===== src/logic/timer_ctl_pkg.sv =====
// Constants and types for the timer buffer/update control block
package timer_ctl_pkg;
   localparam int IDX_W = 8;
   localparam int NUM_CMP = 3;
   typedef logic [IDX_W-1:0] idx_t;

   // Register indices; byte address is four times the index
   localparam idx_t IDX_CTRL     = 8'h00;
   localparam idx_t IDX_CFG      = 8'h01;
   localparam idx_t IDX_SPLIT    = 8'h03;
   localparam idx_t IDX_DLC_CLR  = 8'h04;
   localparam idx_t IDX_DLC_SET  = 8'h05;
   localparam idx_t IDX_BV_CLR   = 8'h06;
   localparam idx_t IDX_BV_SET   = 8'h07;
   localparam idx_t IDX_EVENT_INPUT_CONTROL   = 8'h09;
   localparam idx_t IDX_COUNT    = 8'h20;
   localparam idx_t IDX_PERIOD_BUFFER   = 8'h36;
   localparam idx_t IDX_CMPBUF0  = 8'h38;
   localparam idx_t IDX_CMP_STEP = 8'h02;

   // Field positions
   localparam int ENABLE_BIT = 0;
   localparam int SPLIT_BIT  = 0;
   localparam int AUTO_LOCK_UPDATE_BIT  = 3;
   localparam int CMPEN_LSB  = 4;
   localparam int DIR_BIT    = 0;
   localparam int LOCK_UPDATE_BIT   = 1;
   localparam int CMD_LSB    = 2;
   localparam int CMD_MSB    = 3;
   localparam int BV_MSB     = 3;
   localparam int EVA_EN_BIT = 0;
   localparam int EVA_LSB    = 1;
   localparam int EVB_EN_BIT = 4;
   localparam int EVB_LSB    = 5;

   // Reset values
   localparam logic [7:0]  RST8  = 8'h00;
   localparam logic [15:0] RST16 = 16'h0000;
   localparam logic [31:0] RST32 = 32'h0000_0000;

   typedef enum logic [1:0] {
      CMD_NONE    = 2'h0,
      CMD_UPDATE  = 2'h1,
      CMD_RESTART = 2'h2,
      CMD_HARD    = 2'h3
   } cmd_t;

   typedef enum logic [2:0] {
      EVA_POSEDGE = 3'h0,
      EVA_ANYEDGE = 3'h1,
      EVA_HIGHLVL = 3'h2,
      EVA_UPDOWN  = 3'h3
   } eva_t;

   typedef enum logic [2:0] {
      EVB_NONE     = 3'h0,
      EVB_UPDOWN   = 3'h3,
      EVB_RST_POS  = 3'h4,
      EVB_RST_ANY  = 3'h5,
      EVB_RST_HIGH = 3'h6
   } evb_t;
endpackage


===== src/logic/timer_buffer_update_control.sv =====
// Timer control: command, lock, direction and buffer valid tracking
//
// Design decision made here: the APB interface to the registers.
`timescale 1ns/1ns
module timer_buffer_update_control
   import timer_ctl_pkg::*;
(
   input  wire logic        core_clk,      // 100 MHz clock
   input  wire logic        rst,           // Async reset, high
   input  wire logic        psel,          // APB select
   input  wire logic        penable,       // APB enable
   input  wire logic        pwrite,        // APB write
   input  wire logic [11:0] paddr,         // APB byte address
   input  wire logic [31:0] pwdata,        // APB write data
   output logic      [31:0] prdata,        // APB read data
   output logic             pready,        // APB ready
   output logic             pslverr,       // Unmapped access
   input  wire logic        eventA,        // Event input A, async
   input  wire logic        eventB,        // Event input B, async
   output logic      [15:0] count,         // Counter value
   output logic             countDown,     // Direction, 1 = down
   output logic      [15:0] periodActive,  // Active period
   output logic      [15:0] compare0,      // Active compare 0
   output logic      [15:0] compare1,      // Active compare 1
   output logic      [15:0] compare2       // Active compare 2
);

   idx_t        idx;
   logic        wrEdge;
   logic        enable;
   logic        splitMode;
   logic        autoLock;
   logic [2:0]  cmpEn;
   logic [7:0]  event_input_control;
   logic        lockUpd;
   logic [3:0]  bufValid;
   logic [15:0] periodBuf;
   logic [15:0] cmpBuf [NUM_CMP];
   logic [15:0] cmpAct [NUM_CMP];
   logic [1:0]  evSync1;
   logic [1:0]  evSync2;
   logic [1:0]  evPrev;
   logic        cmdUpd;
   logic        cmdRestart;
   logic        cmdHard;
   logic        hardRst;
   logic        wrDlc;
   cmd_t        cmdWord;
   logic        countEn;
   logic        stepA;
   logic        restartB;
   logic        restartNow;
   logic        updateHw;
   logic        doUpdate;
   logic        allValid;
   logic [15:0] next_count;
   logic [3:0]  bvSetV;
   logic [3:0]  bvClrV;
   logic [2:0]  cmpBufWr;
   logic [31:0] readData;
   logic        unmapped;
   logic        aRise, aFall, bRise, bFall;
   eva_t        actA;
   evb_t        actB;

   // True when a write to the given index completes this edge
   function automatic logic wrHit(input logic e, input idx_t a,
                                  input idx_t w);
      return e && (a == w);
   endfunction

   assign idx    = paddr[IDX_W+1:2];
   assign wrEdge = psel && penable && pready && pwrite;
   assign wrDlc  = wrHit(wrEdge, idx, IDX_DLC_SET) ||
                   wrHit(wrEdge, idx, IDX_DLC_CLR);
   assign actA   = eva_t'(event_input_control[EVA_LSB+2:EVA_LSB]);
   assign actB   = evb_t'(event_input_control[EVB_LSB+2:EVB_LSB]);

   // APB slave: one wait-free access phase, answer from flops
   always_ff @(posedge core_clk or posedge rst) begin
      if (rst) begin
         pready  <= 1'b0;
         pslverr <= 1'b0;
         prdata  <= RST32;
      end else begin
         pready  <= psel && !penable && !pready;
         pslverr <= psel && !penable && unmapped;
         if (psel && !penable && !pwrite) begin
            prdata <= readData;
         end
      end
   end

   // Read mux; both views of a pair show the same state
   always_comb begin
      readData = RST32;
      unmapped = 1'b0;
      unique case (idx)
         IDX_CTRL:    readData[ENABLE_BIT] = enable;
         IDX_CFG: begin
            readData[AUTO_LOCK_UPDATE_BIT] = autoLock;
            readData[CMPEN_LSB+2:CMPEN_LSB] = cmpEn;
         end
         IDX_SPLIT:   readData[SPLIT_BIT] = splitMode;
         IDX_DLC_CLR,
         IDX_DLC_SET: begin
            readData[LOCK_UPDATE_BIT] = lockUpd;
            readData[DIR_BIT]  = countDown;
         end
         IDX_BV_CLR,
         IDX_BV_SET:  readData[BV_MSB:0] = bufValid;
         IDX_EVENT_INPUT_CONTROL:  readData[7:0] = event_input_control;
         IDX_COUNT:   readData[15:0] = count;
         IDX_PERIOD_BUFFER:  readData[15:0] = periodBuf;
         IDX_CMPBUF0: readData[15:0] = cmpBuf[0];
         IDX_CMPBUF0 + IDX_CMP_STEP: readData[15:0] = cmpBuf[1];
         idx_t'(IDX_CMPBUF0 + 2 * IDX_CMP_STEP): readData[15:0] = cmpBuf[2];
         default:     unmapped = 1'b1;
      endcase
   end

   // Plain configuration registers
   always_ff @(posedge core_clk or posedge rst) begin
      if (rst) begin
         enable    <= 1'b0;
         splitMode <= 1'b0;
         autoLock  <= 1'b0;
         cmpEn     <= 3'h0;
         event_input_control    <= RST8;
      end else begin
         if (wrHit(wrEdge, idx, IDX_CTRL)) begin
            enable <= pwdata[ENABLE_BIT];
         end
         if (wrHit(wrEdge, idx, IDX_SPLIT)) begin
            splitMode <= pwdata[SPLIT_BIT];
         end
         if (wrHit(wrEdge, idx, IDX_CFG)) begin
            autoLock <= pwdata[AUTO_LOCK_UPDATE_BIT];
            cmpEn    <= pwdata[CMPEN_LSB+2:CMPEN_LSB];
         end
         if (wrHit(wrEdge, idx, IDX_EVENT_INPUT_CONTROL)) begin
            event_input_control <= pwdata[7:0];
         end
      end
   end

   // Events come from outside: two flops, then edge history
   always_ff @(posedge core_clk or posedge rst) begin
      if (rst) begin
         evSync1 <= 2'h0;
         evSync2 <= 2'h0;
         evPrev  <= 2'h0;
      end else begin
         evSync1 <= {eventB, eventA};
         evSync2 <= evSync1;
         evPrev  <= evSync2;
      end
   end

   assign aRise = evSync2[0] && !evPrev[0];
   assign aFall = !evSync2[0] && evPrev[0];
   assign bRise = evSync2[1] && !evPrev[1];
   assign bFall = !evSync2[1] && evPrev[1];

   // Event A qualifies counting; disabled input counts every cycle
   always_comb begin
      stepA = 1'b1;
      if (event_input_control[EVA_EN_BIT]) begin
         unique case (actA)
            EVA_POSEDGE: stepA = aRise;
            EVA_ANYEDGE: stepA = aRise || aFall;
            EVA_HIGHLVL: stepA = evSync2[0];
            EVA_UPDOWN:  stepA = 1'b1;
            default:     stepA = 1'b0;
         endcase
      end
   end

   // Event B restart actions; reserved codes do nothing
   always_comb begin
      restartB = 1'b0;
      if (event_input_control[EVB_EN_BIT]) begin
         unique case (actB)
            EVB_RST_POS:  restartB = bRise;
            EVB_RST_ANY:  restartB = bRise || bFall;
            EVB_RST_HIGH: restartB = evSync2[1];
            default:      restartB = 1'b0;
         endcase
      end
   end

   // Commands are latched at the write and act one cycle later
   assign cmdWord = wrDlc ? cmd_t'(pwdata[CMD_MSB:CMD_LSB]) : CMD_NONE;

   always_ff @(posedge core_clk or posedge rst) begin
      if (rst) begin
         cmdUpd     <= 1'b0;
         cmdRestart <= 1'b0;
         cmdHard    <= 1'b0;
      end else begin
         cmdUpd     <= (cmdWord == CMD_UPDATE);
         cmdRestart <= (cmdWord == CMD_RESTART);
         cmdHard    <= (cmdWord == CMD_HARD);
      end
   end

   assign hardRst    = cmdHard && !enable;
   assign restartNow = cmdRestart || restartB;
   assign countEn    = enable && stepA;

   // Split halves both count down and wrap at their period byte
   always_comb begin
      if (splitMode) begin
         next_count[7:0] = (count[7:0] == RST8) ? periodActive[7:0]
                                                : count[7:0] - 8'h01;
         next_count[15:8] = (count[15:8] == RST8) ? periodActive[15:8]
                                                  : count[15:8] - 8'h01;
      end else if (countDown) begin
         next_count = (count == RST16) ? periodActive
                                       : count - 16'h0001;
      end else begin
         next_count = (count == periodActive) ? RST16
                                              : count + 16'h0001;
      end
   end

   // Counter; restart leaves every configuration register alone
   always_ff @(posedge core_clk or posedge rst) begin
      if (rst) begin
         count <= RST16;
      end else if (hardRst || restartNow) begin
         count <= RST16;
      end else if (countEn) begin
         count <= next_count;
      end
   end

   // Outside split mode, hardware update at top going up, bottom going down
   assign updateHw = countEn && !splitMode &&
                     (countDown ? (count == RST16)
                                : (count == periodActive));
   assign doUpdate = cmdUpd ||
                     (updateHw && !lockUpd);
   assign allValid = &(bufValid[BV_MSB:1] | ~cmpEn);

   // Direction: software views win over event control
   always_ff @(posedge core_clk or posedge rst) begin
      if (rst) begin
         countDown <= 1'b0;
      end else if (hardRst) begin
         countDown <= 1'b0;
      end else if (wrHit(wrEdge, idx, IDX_DLC_SET) && pwdata[DIR_BIT]) begin
         countDown <= 1'b1;
      end else if (wrHit(wrEdge, idx, IDX_DLC_CLR) && pwdata[DIR_BIT]) begin
         countDown <= 1'b0;
      end else if (countEn && event_input_control[EVB_EN_BIT] && actB == EVB_UPDOWN) begin
         countDown <= evSync2[1];
      end else if (countEn && event_input_control[EVA_EN_BIT] && actA == EVA_UPDOWN) begin
         countDown <= evSync2[0];
      end
   end

   // Lock update, with automatic hold until enabled buffers are valid
   always_ff @(posedge core_clk or posedge rst) begin
      if (rst) begin
         lockUpd <= 1'b0;
      end else if (hardRst) begin
         lockUpd <= 1'b0;
      end else if (wrHit(wrEdge, idx, IDX_DLC_SET) && pwdata[LOCK_UPDATE_BIT]) begin
         lockUpd <= 1'b1;
      end else if (autoLock && doUpdate) begin
         // Relock after an update beats a software clear in the same cycle
         lockUpd <= 1'b1;
      end else if (wrHit(wrEdge, idx, IDX_DLC_CLR) && pwdata[LOCK_UPDATE_BIT]) begin
         lockUpd <= 1'b0;
      end else if (wrHit(wrEdge, idx, IDX_CFG) && pwdata[AUTO_LOCK_UPDATE_BIT] &&
                   !autoLock) begin
         lockUpd <= 1'b1;
      end else if (autoLock && lockUpd && allValid) begin
         lockUpd <= 1'b0;
      end
   end

   // Valid flags: a set in the same cycle beats clear and update
   assign bvSetV = (wrHit(wrEdge, idx, IDX_BV_SET) ? pwdata[BV_MSB:0]
                                                  : 4'h0) |
                   {cmpBufWr, wrHit(wrEdge, idx, IDX_PERIOD_BUFFER)};
   assign bvClrV = wrHit(wrEdge, idx, IDX_BV_CLR) ? pwdata[BV_MSB:0]
                                                 : 4'h0;

   always_ff @(posedge core_clk or posedge rst) begin
      if (rst) begin
         bufValid <= 4'h0;
      end else if (hardRst) begin
         bufValid <= 4'h0;
      end else begin
         bufValid <= bvSetV |
                     (bufValid & ~bvClrV & ~{4{doUpdate}});
      end
   end

   // Period buffer and its active copy
   always_ff @(posedge core_clk or posedge rst) begin
      if (rst) begin
         periodBuf    <= RST16;
         periodActive <= RST16;
      end else if (hardRst) begin
         periodBuf    <= RST16;
         periodActive <= RST16;
      end else begin
         if (wrHit(wrEdge, idx, IDX_PERIOD_BUFFER)) begin
            periodBuf <= pwdata[15:0];
         end
         if (doUpdate) begin
            periodActive <= periodBuf;
         end
      end
   end

   // One buffer and active register per compare channel
   for (genvar i = 0; i < NUM_CMP; i++) begin : g_cmp
      assign cmpBufWr[i] = wrHit(wrEdge, idx,
                                 IDX_CMPBUF0 + idx_t'(i) * IDX_CMP_STEP);
      always_ff @(posedge core_clk or posedge rst) begin
         if (rst) begin
            cmpBuf[i] <= RST16;
            cmpAct[i] <= RST16;
         end else if (hardRst) begin
            cmpBuf[i] <= RST16;
            cmpAct[i] <= RST16;
         end else begin
            if (cmpBufWr[i]) begin
               cmpBuf[i] <= pwdata[15:0];
            end
            if (doUpdate) begin
               cmpAct[i] <= cmpBuf[i];
            end
         end
      end
   end

   assign compare0 = cmpAct[0];
   assign compare1 = cmpAct[1];
   assign compare2 = cmpAct[2];
endmodule


===== config.mk =====
export PLATFORM = sky130hd
export DESIGN_NAME = timer_buffer_update_control
export DESIGN_NICKNAME = d
export VERILOG_FILES = /design/src/logic/timer_ctl_pkg.sv /design/src/logic/timer_buffer_update_control.sv
export SDC_FILE = /design/constraint.sdc
export NUM_CORES = 1
export LEC_CHECK = 0
export ABC_AREA = 1
export BUFFER_PORTS_ARGS = -buffer_cell sky130_fd_sc_hd__clkbuf_2
export CAP_MARGIN = 20
export CORE_MARGIN = 8
export CORE_UTILIZATION = 55
export CTS_CLUSTER_DIAMETER = 40
export CTS_CLUSTER_SIZE = 14
export DETAILED_ROUTE_END_ITERATION = 10
export HOLD_SLACK_MARGIN = 0.1
export PLACE_DENSITY = 0.89
export SYNTH_ARGS = -nofsm -noshare
export SYNTH_HDL_FRONTEND = slang
export SYNTH_SLANG_ARGS = --single-unit

===== constraint.sdc =====
create_clock -name core_clk -period 6.25 [get_ports core_clk]
set_clock_uncertainty 0.05 [all_clocks]
set_input_delay 0.3125 -clock core_clk [delete_from_list [all_inputs] [get_ports core_clk]]
set_output_delay 0.3125 -clock core_clk [all_outputs]
set_load 0.02 [all_outputs]

# Word-level counts from Yosys, hierarchy flattened
# Cells that the tools add are included.
[totals]
reg_bits = 191
latchBits = 0
mem_bits_rw = 0
rom_bits = 0
inputBits = 51
out_inout_bits = 115
word_cells = 188
mem_count = 0
[classes]
n_addsub = 4
mul = 0
div_mod_pow = 0
n_lt_le_gt_ge = 0
eq_ne = 23
n_shift = 0
n_mux = 52
bitwise = 8
n_reduce_logical = 75
[ops]
columns = ["cell", "count"]
rows = [
  ["16-bit 2-to-1 mux", 22],
  ["1-bit logical AND", 41],
  ["8-bit by 6-bit equality test with 1-bit output, second input constant", 5],
  ["8-bit one-hot mux with 5 select lines", 1],
  ["8-bit by 3-bit equality test with 1-bit output, second input constant", 4],
  ["8-bit zero test", 3],
  ["3-bit one-hot mux with 7 select lines", 1],
  ["16-bit by 1-bit adder with 16-bit output, second input constant", 1],
  ["16-bit equality test", 1],
  ["16-bit zero test", 1],
  ["8-bit 2-to-1 mux", 2],
  ["1-bit one-hot mux with 8 select lines", 2],
  ["16-bit by 1-bit subtractor with 16-bit output, second input constant", 1],
  ["8-bit by 1-bit subtractor with 8-bit output, second input constant", 2],
  ["1-bit 2-to-1 mux", 15],
  ["13-bit OR reduction", 1],
  ["4-bit 2-to-1 mux", 3],
  ["2-bit nonzero test", 6],
  ["1-bit zero test", 11],
  ["1-bit one-hot mux with 10 select lines", 1],
  ["3-bit by 2-bit equality test with 1-bit output, second input constant", 3],
  ["3-bit equality test, second input constant", 3],
  ["4-bit AND", 2],
  ["8-bit by 1-bit equality test with 1-bit output, second input constant", 1],
  ["20 further kinds", 29],
]

# Longest topological paths before layout
# Gate-level depths: netlist (run 1).
[logic_depth]
depth_word = 14
ltp_mapped = 16
depth_no_buf = 14

# Worst setup path after synthesis (run 1)
# OpenSTA, ideal clock, no wires.
[synth_path]
kind = "reg-to-reg"
startpoint = "register count[8]"
endpoint = "register cmpAct (netlist bit compare0[0])"
setup_time_ps = 117
arrival_time_ps = 2073
t_required_ps = 6083
setup_slack_ps = 4010
path_stages_with_launch = 17
n_path_buf = 3
synth_period_minus_slack_ps = 2240
cell_sequence = "dfrtp_1 -> buf_2 -> inv_2 -> ha_1 -> inv_1 -> nor2_1 -> nand2_1 -> nor2_4 -> nand2_2 -> nand2_2 -> nand3_2 -> nand3_2 -> inv_2 -> buf_6 -> buf_8 -> nand2_2 -> nand2_1"
[synth_via]
elab_chain_cells = 6
elab_cells_between_ends = 7
classes_between = "eq/ne (1); mux (1); reduce/logical (5)"
[synth_lines]
columns = ["element", "line_no", "rtl"]
rows = [
  ["start: declaration", "timer_buffer_update_control.sv:20", "output logic [15:0] count,"],
  ["start signal: assignment", "timer_buffer_update_control.sv:234", "count <= next_count;"],
  ["16-bit equality test or 16-bit zero test (tied branches)", "timer_buffer_update_control.sv:241, timer_buffer_update_control.sv:240", ""],
  ["1-bit 2-to-1 mux *", "timer_buffer_update_control.sv:240", "(countDown ? (count == RST16)"],
  ["1-bit logical AND *", "timer_buffer_update_control.sv:239", "assign updateHw = countEn && !splitMode &&"],
  ["1-bit logical AND *", "timer_buffer_update_control.sv:243", "(updateHw && !lockUpd);"],
  ["1-bit logical OR *", "timer_buffer_update_control.sv:242", "assign doUpdate = cmdUpd ||"],
  ["2-bit nonzero test (no source line) *", "-", ""],
  ["end signal: indexed assignment", "timer_buffer_update_control.sv:336", "cmpAct[i] <= cmpBuf[i];"],
  ["end: declaration", "timer_buffer_update_control.sv:39", "logic [15:0] cmpAct [NUM_CMP];"],
]
# Mark *: on every way between the ends. The rest lies on a longest branch, timed or not.
# A chain may end at the register's enable or synchronous reset.

# Final worst setup path (run 1)
[layout_path]
startpoint = "register count[8]"
endpoint = "register cmpAct (netlist bit compare1[14])"
# Same word-level chain as after synthesis.

==> results of run 1 <==
registers in the layout, summed over array words and instances, names as in the netlist, 2 cells and up:
| signal | count |
|---|---|
| evPrev | 2 |
| periodBuf | 16 |
| compare1 | 16 |
| compare0 | 16 |
| cmpBuf | 48 |
| evSync1 | 2 |
| prdata | 16 |
| count | 16 |
| bufValid | 4 |
| cmpEn | 3 |
| evSync2 | 2 |
| periodActive | 16 |
| event_input_control | 8 |
| compare2 | 16 |
layer usage:
metal	global-route usage	vias to the layer above	wire, microns
met1	0.355	4746	12700
li1	-	4604	-
met3	0.0683	81	3340
met2	0.442	593	14900
met4	0.105	0	944
met5	0	-	0
worst max-delay path: cells and delay by family (launching register included):
kind	cells	cell delay (ns)
fa+ha+maj	1	0.24
buf+inv	3	1.16
simple gates	9	1.51
flops	1	0.55
power breakdown:
group          internal, mW  switching (mW)  total (mW)  leakage (nW)
registers              1.25          0.0112        1.26          2.61
clock network         0.625           0.571        1.20         0.318
logic                0.0316          0.0883       0.120          3.16
worst max-delay path by stage:
stage,end,slack [ns],startpoint
floorplan,autoLock,0.69,rst
global placement,compare1[5],2.76,count[12]
detailed placement,compare1[2],2.75,count[8]
CTS,compare1[2],2.72,count[8]
global route,compare1[1],2.37,count[8]
finish,compare1[14],2.63,count[8]
final cells by class:
type                       count  area [sq um]
clock buffer                  17           425
clock inverter                15           239
fill                        1633          6850
inverter                     129           494
multi-input combinational    999          4610
sequential                   191          4780
tap                          234           293
timing repair buffer         145           822
through the flow:
| stage | instances | utilization | hold slack [ns] | instance area (sq um) |
|---|---|---|---|---|
| CTS | 1728 | 0.628 | 0.110 | 11600 |
| detailed placement | 1688 | 0.588 | 0.292 | 10900 |
| finish | 1730 | 0.630 | 0.108 | 11700 |
| global route | 1730 | 0.630 | 0.136 | 11700 |
| global placement | 1687 | 0.586 | 0.286 | 10900 |
| floorplan | 1397 | - | 0.281 | 10300 |
layout by cell type (no fill, tap or decap), types with 6 or more instances in the layout:
cell type and instances:
a21oi_1 36, nand4_1 18, nor2_1 105, ha_1 8, nand3_1 89, o22ai_1 9
dfrtp_1 191, inv_1 104, nand2_1 465, dlygate4sd3_1 8, nor3_1 11, nand2_2 25
clkbuf_16 17, o211ai_1 11, o21ai_0 148, xor2_1 20, clkinv_8 7, clkbuf_2 129
inv_2 20, o221ai_1 6, conb_1 16
cell families (layout without fill, tap and decap cells):
| group | after synthesis | after routing | share of synthesized area |
|---|---|---|---|
| AO/OA/AOI/OAI | 227 | 227 | 0.120 |
| XOR/XNOR | 21 | 21 | 0.0179 |
| adder cells (fa/ha/maj) | 8 | 8 | 0.00974 |
| buffers and inverters | 207 | 306 | 0.0918 |
| flip-flops | 191 | 191 | 0.465 |
| other | 1 | 16 | 0.000365 |
| AND/OR/NAND/NOR | 727 | 727 | 0.295 |
==> results.py, run 1 <==
metrics = {
    "worst_setup_path": {
        "critical_path.slowest_cell": "inv_2",
        "worst-endpoint-arrival_ns": 3.95,
        "critPathKind": "flop to flop",
        "worst_r2r_endpoint": "compare1[14]",
        "worst_setup_ep_type": "flop",
        "worstReg2RegStart": "count[8]",
        "worstPathCellList": "inv_2 -> ha_1 -> inv_1 -> nor2_1 -> nand2_1 -> nor2_4 -> nand2_2 -> nand2_2 -> nand3_2 -> nand3_2 -> inv_2 -> nand2_1 -> nand2_1",
        "r2r_cells": 13,
        "worstPathRequired_ns": 6.59,
        "critical_path.most_common_cell": "nand2_1",
        "cp_max_fo": 48,
        "critical-path-max-stage-delay_ns": 0.90,
        "r2r_slack_ns": 2.63,
        "crit_path_start_kind": "flop",
    },
    "yosys": {
        "yosysMostFrequentCell": "nand2_1",
        "synth_cell_count_leaders": "465 x nand2_1, 191 x dfrtp_1, 148 x o21ai_0",
        "postSynthAreaPerCell_sq_um": 7.44,
        "synth_enable_flop_cells": 0,
        "netlist_top_cells_area": "dfrtp_1 47%, nand2_1 17%, o21ai_0 7.2%",
        "syn-instance-count": 1382,
        "synth.top_cell.area_share": 0.465,
        "syn_area_sq_um": 10300,
        "async_flop_share": 1.00,
        "synth.yosys.seq_area_share": 0.465,
        "synth-warning-count": 0,
        "distinct_cell_type_count_of_the_synthesized_netlist": 41,
        "yosys_register_bits": 191,
        "dominantRegCellSynth": "dfrtp_1",
        "yosys.area.top_type": "dfrtp_1",
    },
    "global_routing": {
        "grt_overflow_total": 0,
        "gr_usage_total": 0.275,
        "grt_first_pass_wirelength_mm": 51.6,
        "grt_antenna_before_repair": 0,
        "grt_start_max_net_pins": 106,
        "vias_in_the_first_global_route": 9673,
    },
    "floorplanning": {
        "initial_utilization": 0.555,
        "floorplan.die.width_microns": 153,
        "floorplan.core_area_sq_um": 18500,
        "top_level_ports": 166,
        "floorplan.die_area_sq_um": 23300,
        "number_of_rows_in_the_core_area": 50,
        "die_h_microns": 153,
    },
    "route": {
        "ant_nets": 0,
        "drt-vias-per-instance": 5.79,
        "dr.first_iter.drc_count": 1153,
        "wl_per_cell_microns": 18.4,
        "number_of_iterations_in_the_first_detailed_routing_pass": 5,
        "vias": 10000,
        "remaining_drc_errors": 0,
        "routed_wl_mm": 31.9,
    },
    "min_path": {
        "worst_hold_path_type": "primary input to flop",
        "hold_path_startpoint": "pwdata[5]",
        "min_delay_path_depth": 3,
        "min_delay_worst_endpoint": "cmpEn[1]",
    },
    "layout": {
        "layout-drive-gt1-share": 0.152,
        "synthToLayoutAreaGrowth_pct": 13.5,
        "nNetsFinal": 1542,
        "antenna_cells_inserted": 0,
    },
    "sta": {
        "period_needed_ns": 3.62,
        "timing.setup.tns_ns": 0,
        "report.final.hold_viol_count": 0,
        "tightest_slew_ns": 1.01,
        "final_max_slew_viol_count": 0,
        "max_freq_mhz": 276,
        "relSlewSlack": 0.328,
        "final_min_period_over_clock_period": 0.579,
        "rsz_0062_raised_after_global_routing": "false",
        "finalSetupViolCount": 0,
        "layout_setup_ws_ns": 2.63,
    },
    "clocking": {
        "post_cts_setup_buffers": 0,
        "htree_levels": 4,
        "clk-insertion-delay-late_ns": 0.45,
        "ctsHoldBuffers": 8,
        "cts_max_path_buffers": 2,
        "post_cts_gate_resize_count": 0,
        "tritoncts_num_sinks": 191,
        "worst_setup_hold_path_clk_slew_ns": 0.08,
        "root_buffer": "clkbuf_16",
        "cts_buffers": 17,
        "tritoncts_clock_tree": "yes",
    },
    "run_status": {
        "status": "complete, no violations",
    },
    "power": {
        "p_total_mw": 2.58,
        "leakagePower_nw": 6.09,
        "worst_ir_drop_vdd_mv": 0.187,
        "power.density_cell_area_nw_per_um2": 221,
    },
    "placement": {
        "io_buffers": 129,
        "place_worst_setup_slack_ns": 2.75,
        "dpl.hpwl_mm": 22.1,
        "routabilityCongestion": 0.983,
    },
    "job": {
        "number_of_violations_of_the_max_capacitance_limit": 0,
    },
}
No activity file was read; power rests on OpenSTA's default activity.
==> run 2, diff against run 1 <==
CORE_UTILIZATION = 52   (was 55)
PLACE_DENSITY = 0.88   (was 0.89)
clock period = 3.1 ns   (was 6.25 ns; I/O delays follow)
==> results.py, run 2 (same netlist as run 1, synthesis figures left out) <==
metrics = {
    "sta": {
        "finalSetupViolCount": 0,
        "report.final.hold_viol_count": 0,
        "relSlewSlack": 0.328,
        "final_max_slew_viol_count": 0,
        "max_freq_mhz": 378,
        "final_min_period_over_clock_period": 0.854,
        "rsz_0062_raised_after_global_routing": "false",
        "tightest_slew_ns": 1.01,
        "period_needed_ns": 2.65,
        "layout_setup_ws_ns": 0.452,
        "timing.setup.tns_ns": 0,
    },
    "placement": {
        "routabilityCongestion": 0.966,
        "place_worst_setup_slack_ns": 0.472,
        "io_buffers": 129,
        "dpl.hpwl_mm": 23.8,
        "dp.cells": 1751,
    },
    "route": {
        "drt-vias-per-instance": 5.72,
        "vias": 10300,
        "remaining_drc_errors": 0,
        "ant_nets": 0,
        "wl_met2_mm": 15.7,
        "dr.first_iter.drc_count": 1199,
        "top_signal_layer_used": "met4",
        "routed-wl-met3_mm": 3.54,
        "met1_length_mm": 12.6,
        "routed_wl_mm": 33.3,
        "number_of_iterations_in_the_first_detailed_routing_pass": 6,
        "wl_per_cell_microns": 18.4,
    },
    "global_routing": {
        "grt_start_max_net_pins": 60,
        "grt_overflow_total": 0,
        "gr_usage_total": 0.276,
        "vias_in_the_first_global_route": 9954,
        "grt_antenna_before_repair": 0,
        "grt_first_pass_wirelength_mm": 52.9,
    },
    "worst_setup_path": {
        "count_of_buffer_and_inverter_cells_on_the_critical_path": 2,
        "r2r_slack_ns": 0.45,
        "critical_path.most_common_cell": "nand2_1",
        "worstPathRequired_ns": 3.43,
        "critical_path.slowest_cell": "inv_2",
        "worst-endpoint-arrival_ns": 2.97,
        "critical-path-max-stage-delay_ns": 0.71,
        "cp_max_fo": 48,
        "worstPathCellList": "clkinv_2 -> nand2_1 -> nor2_2 -> nand2_1 -> nor2_4 -> nand2_2 -> nand2_2 -> nand3_2 -> nand3_2 -> inv_2 -> nand2_1 -> nand2_1",
        "critPathKind": "flop to flop",
        "cp_delay_by_family_top": "simple AND/OR/NAND/NOR gates",
        "worst_setup_ep_type": "flop",
        "crit_path_start_kind": "flop",
    },
    "power": {
        "combinational_group_share_of_total_power": 0.054,
        "netSwitchingFraction": 0.250,
        "p_total_mw": 5.03,
        "leakagePower_nw": 6.28,
        "seqPwrFrac": 0.505,
        "switching_power_mw": 1.26,
        "power.density_cell_area_nw_per_um2": 418,
        "share_clk_of_total_power": 0.441,
        "p_int_mw": 3.77,
        "worst_ir_drop_vdd_mv": 0.412,
    },
    "clocking": {
        "tritoncts_clock_tree": "yes",
        "post_cts_gate_resize_count": 0,
        "post_cts_setup_buffers": 0,
        "cts_buffers": 17,
        "htree_levels": 4,
        "clk-insertion-delay-late_ns": 0.44,
        "root_buffer": "clkbuf_16",
        "cts_max_path_buffers": 2,
        "worst_setup_hold_path_clk_slew_ns": 0.08,
        "tritoncts_num_sinks": 191,
        "ctsHoldBuffers": 26,
    },
    "layout": {
        "area_of_the_multi_input_gates_sq_um": 4610,
        "final_core_util": 0.619,
        "final_common_cell": "nand2_1",
        "mostFrequentLayoutCells": "465 x nand2_1, 191 x dfrtp_1, 148 x o21ai_0, 129 x clkbuf_2, 105 x nor2_1",
        "nNetsFinal": 1590,
        "antenna_cells_inserted": 0,
        "layout-drive-gt1-share": 0.165,
        "top_register": "cmpBuf",
        "synthToLayoutAreaGrowth_pct": 17.1,
        "final_cell_count_no_fill": 1809,
        "largest_register_ff_count": 48,
        "fillerInstances": 1696,
        "seq_area_sq_um": 4780,
    },
    "floorplanning": {
        "floorplan.die_area_sq_um": 24500,
        "number_of_rows_in_the_core_area": 51,
        "floorplan.die.width_microns": 157,
        "initial_utilization": 0.528,
        "top_level_ports": 166,
        "die_h_microns": 157,
        "floorplan.core_area_sq_um": 19500,
    },
    "job": {
        "number_of_violations_of_the_max_capacitance_limit": 0,
    },
    "run_status": {
        "status": "complete, no violations",
    },
    "min_path": {
        "worst_hold_path_type": "primary input to flop",
    },
}
-- run 2: changes by cell type in the layout (fill, tap and decap cells not counted), sizes merged --
cell,change
inv,+4
clkinvlp,+2
buf,+30
clkinv,-9
clkbuf,+4
bufinv,-1
dlygate4sd3,+18
-- run 2: power groups by stage --
stage	combinational, mW	clock, mW	sequential (mW)
3_3_place_gp	0.234	0	2.59
6_report	0.270	2.22	2.54
3_5_place_dp	0.243	0	2.59
2_1_floorplan	0.144	0	2.60
4_1_cts	0.267	2.24	2.54
5_1_grt	0.296	2.33	2.55
-- run 2: worst paths after layout --
check | startpoint | end | cells past startpoint
worst max-delay path | count[12] | compare1[5] | 12
max in group asynchronous | rst | prdata[10] | 5
worst min-delay path | pwrite | prdata[4] | 5
min in group asynchronous | rst | prdata[5] | 3
worst max register to register | count[12] | compare1[5] | 12
worst min register to register | evSync1[0] | evSync2[0] | 0
-- run 2: metrics by stage --
stage          instance area (sq um)  hold slack (ns)
2_1_floorplan                  10300            0.136
3_3_place_gp                   11200            0.214
3_5_place_dp                   11200            0.186
4_1_cts                        12000            0.171
5_1_grt                        12000            0.212
6_report                       12000            0.190
-- run 2: worst min-delay path: stages --
cell and delay (ns):
clkbuf_2 0.09, nor2_1 0.04, buf_4 0.21, nand2_1 0.10
nand2_1 0.04
-- run 2: metal layers --
layer  global-route usage  vias up
met5                    0        -
met4                0.144        0
met3               0.0665      103
met2                0.436      642
met1                0.346     4892
li1                     -     4711
-- run 2: final cells by class --
class                   count  area share
multi-input cells         999       0.383
flip-flops and latches    191       0.397
clock inverters            11      0.0111
well taps                 265      0.0275
inverters                 129      0.0407
clock buffers              21      0.0374
repair buffers            193       0.103
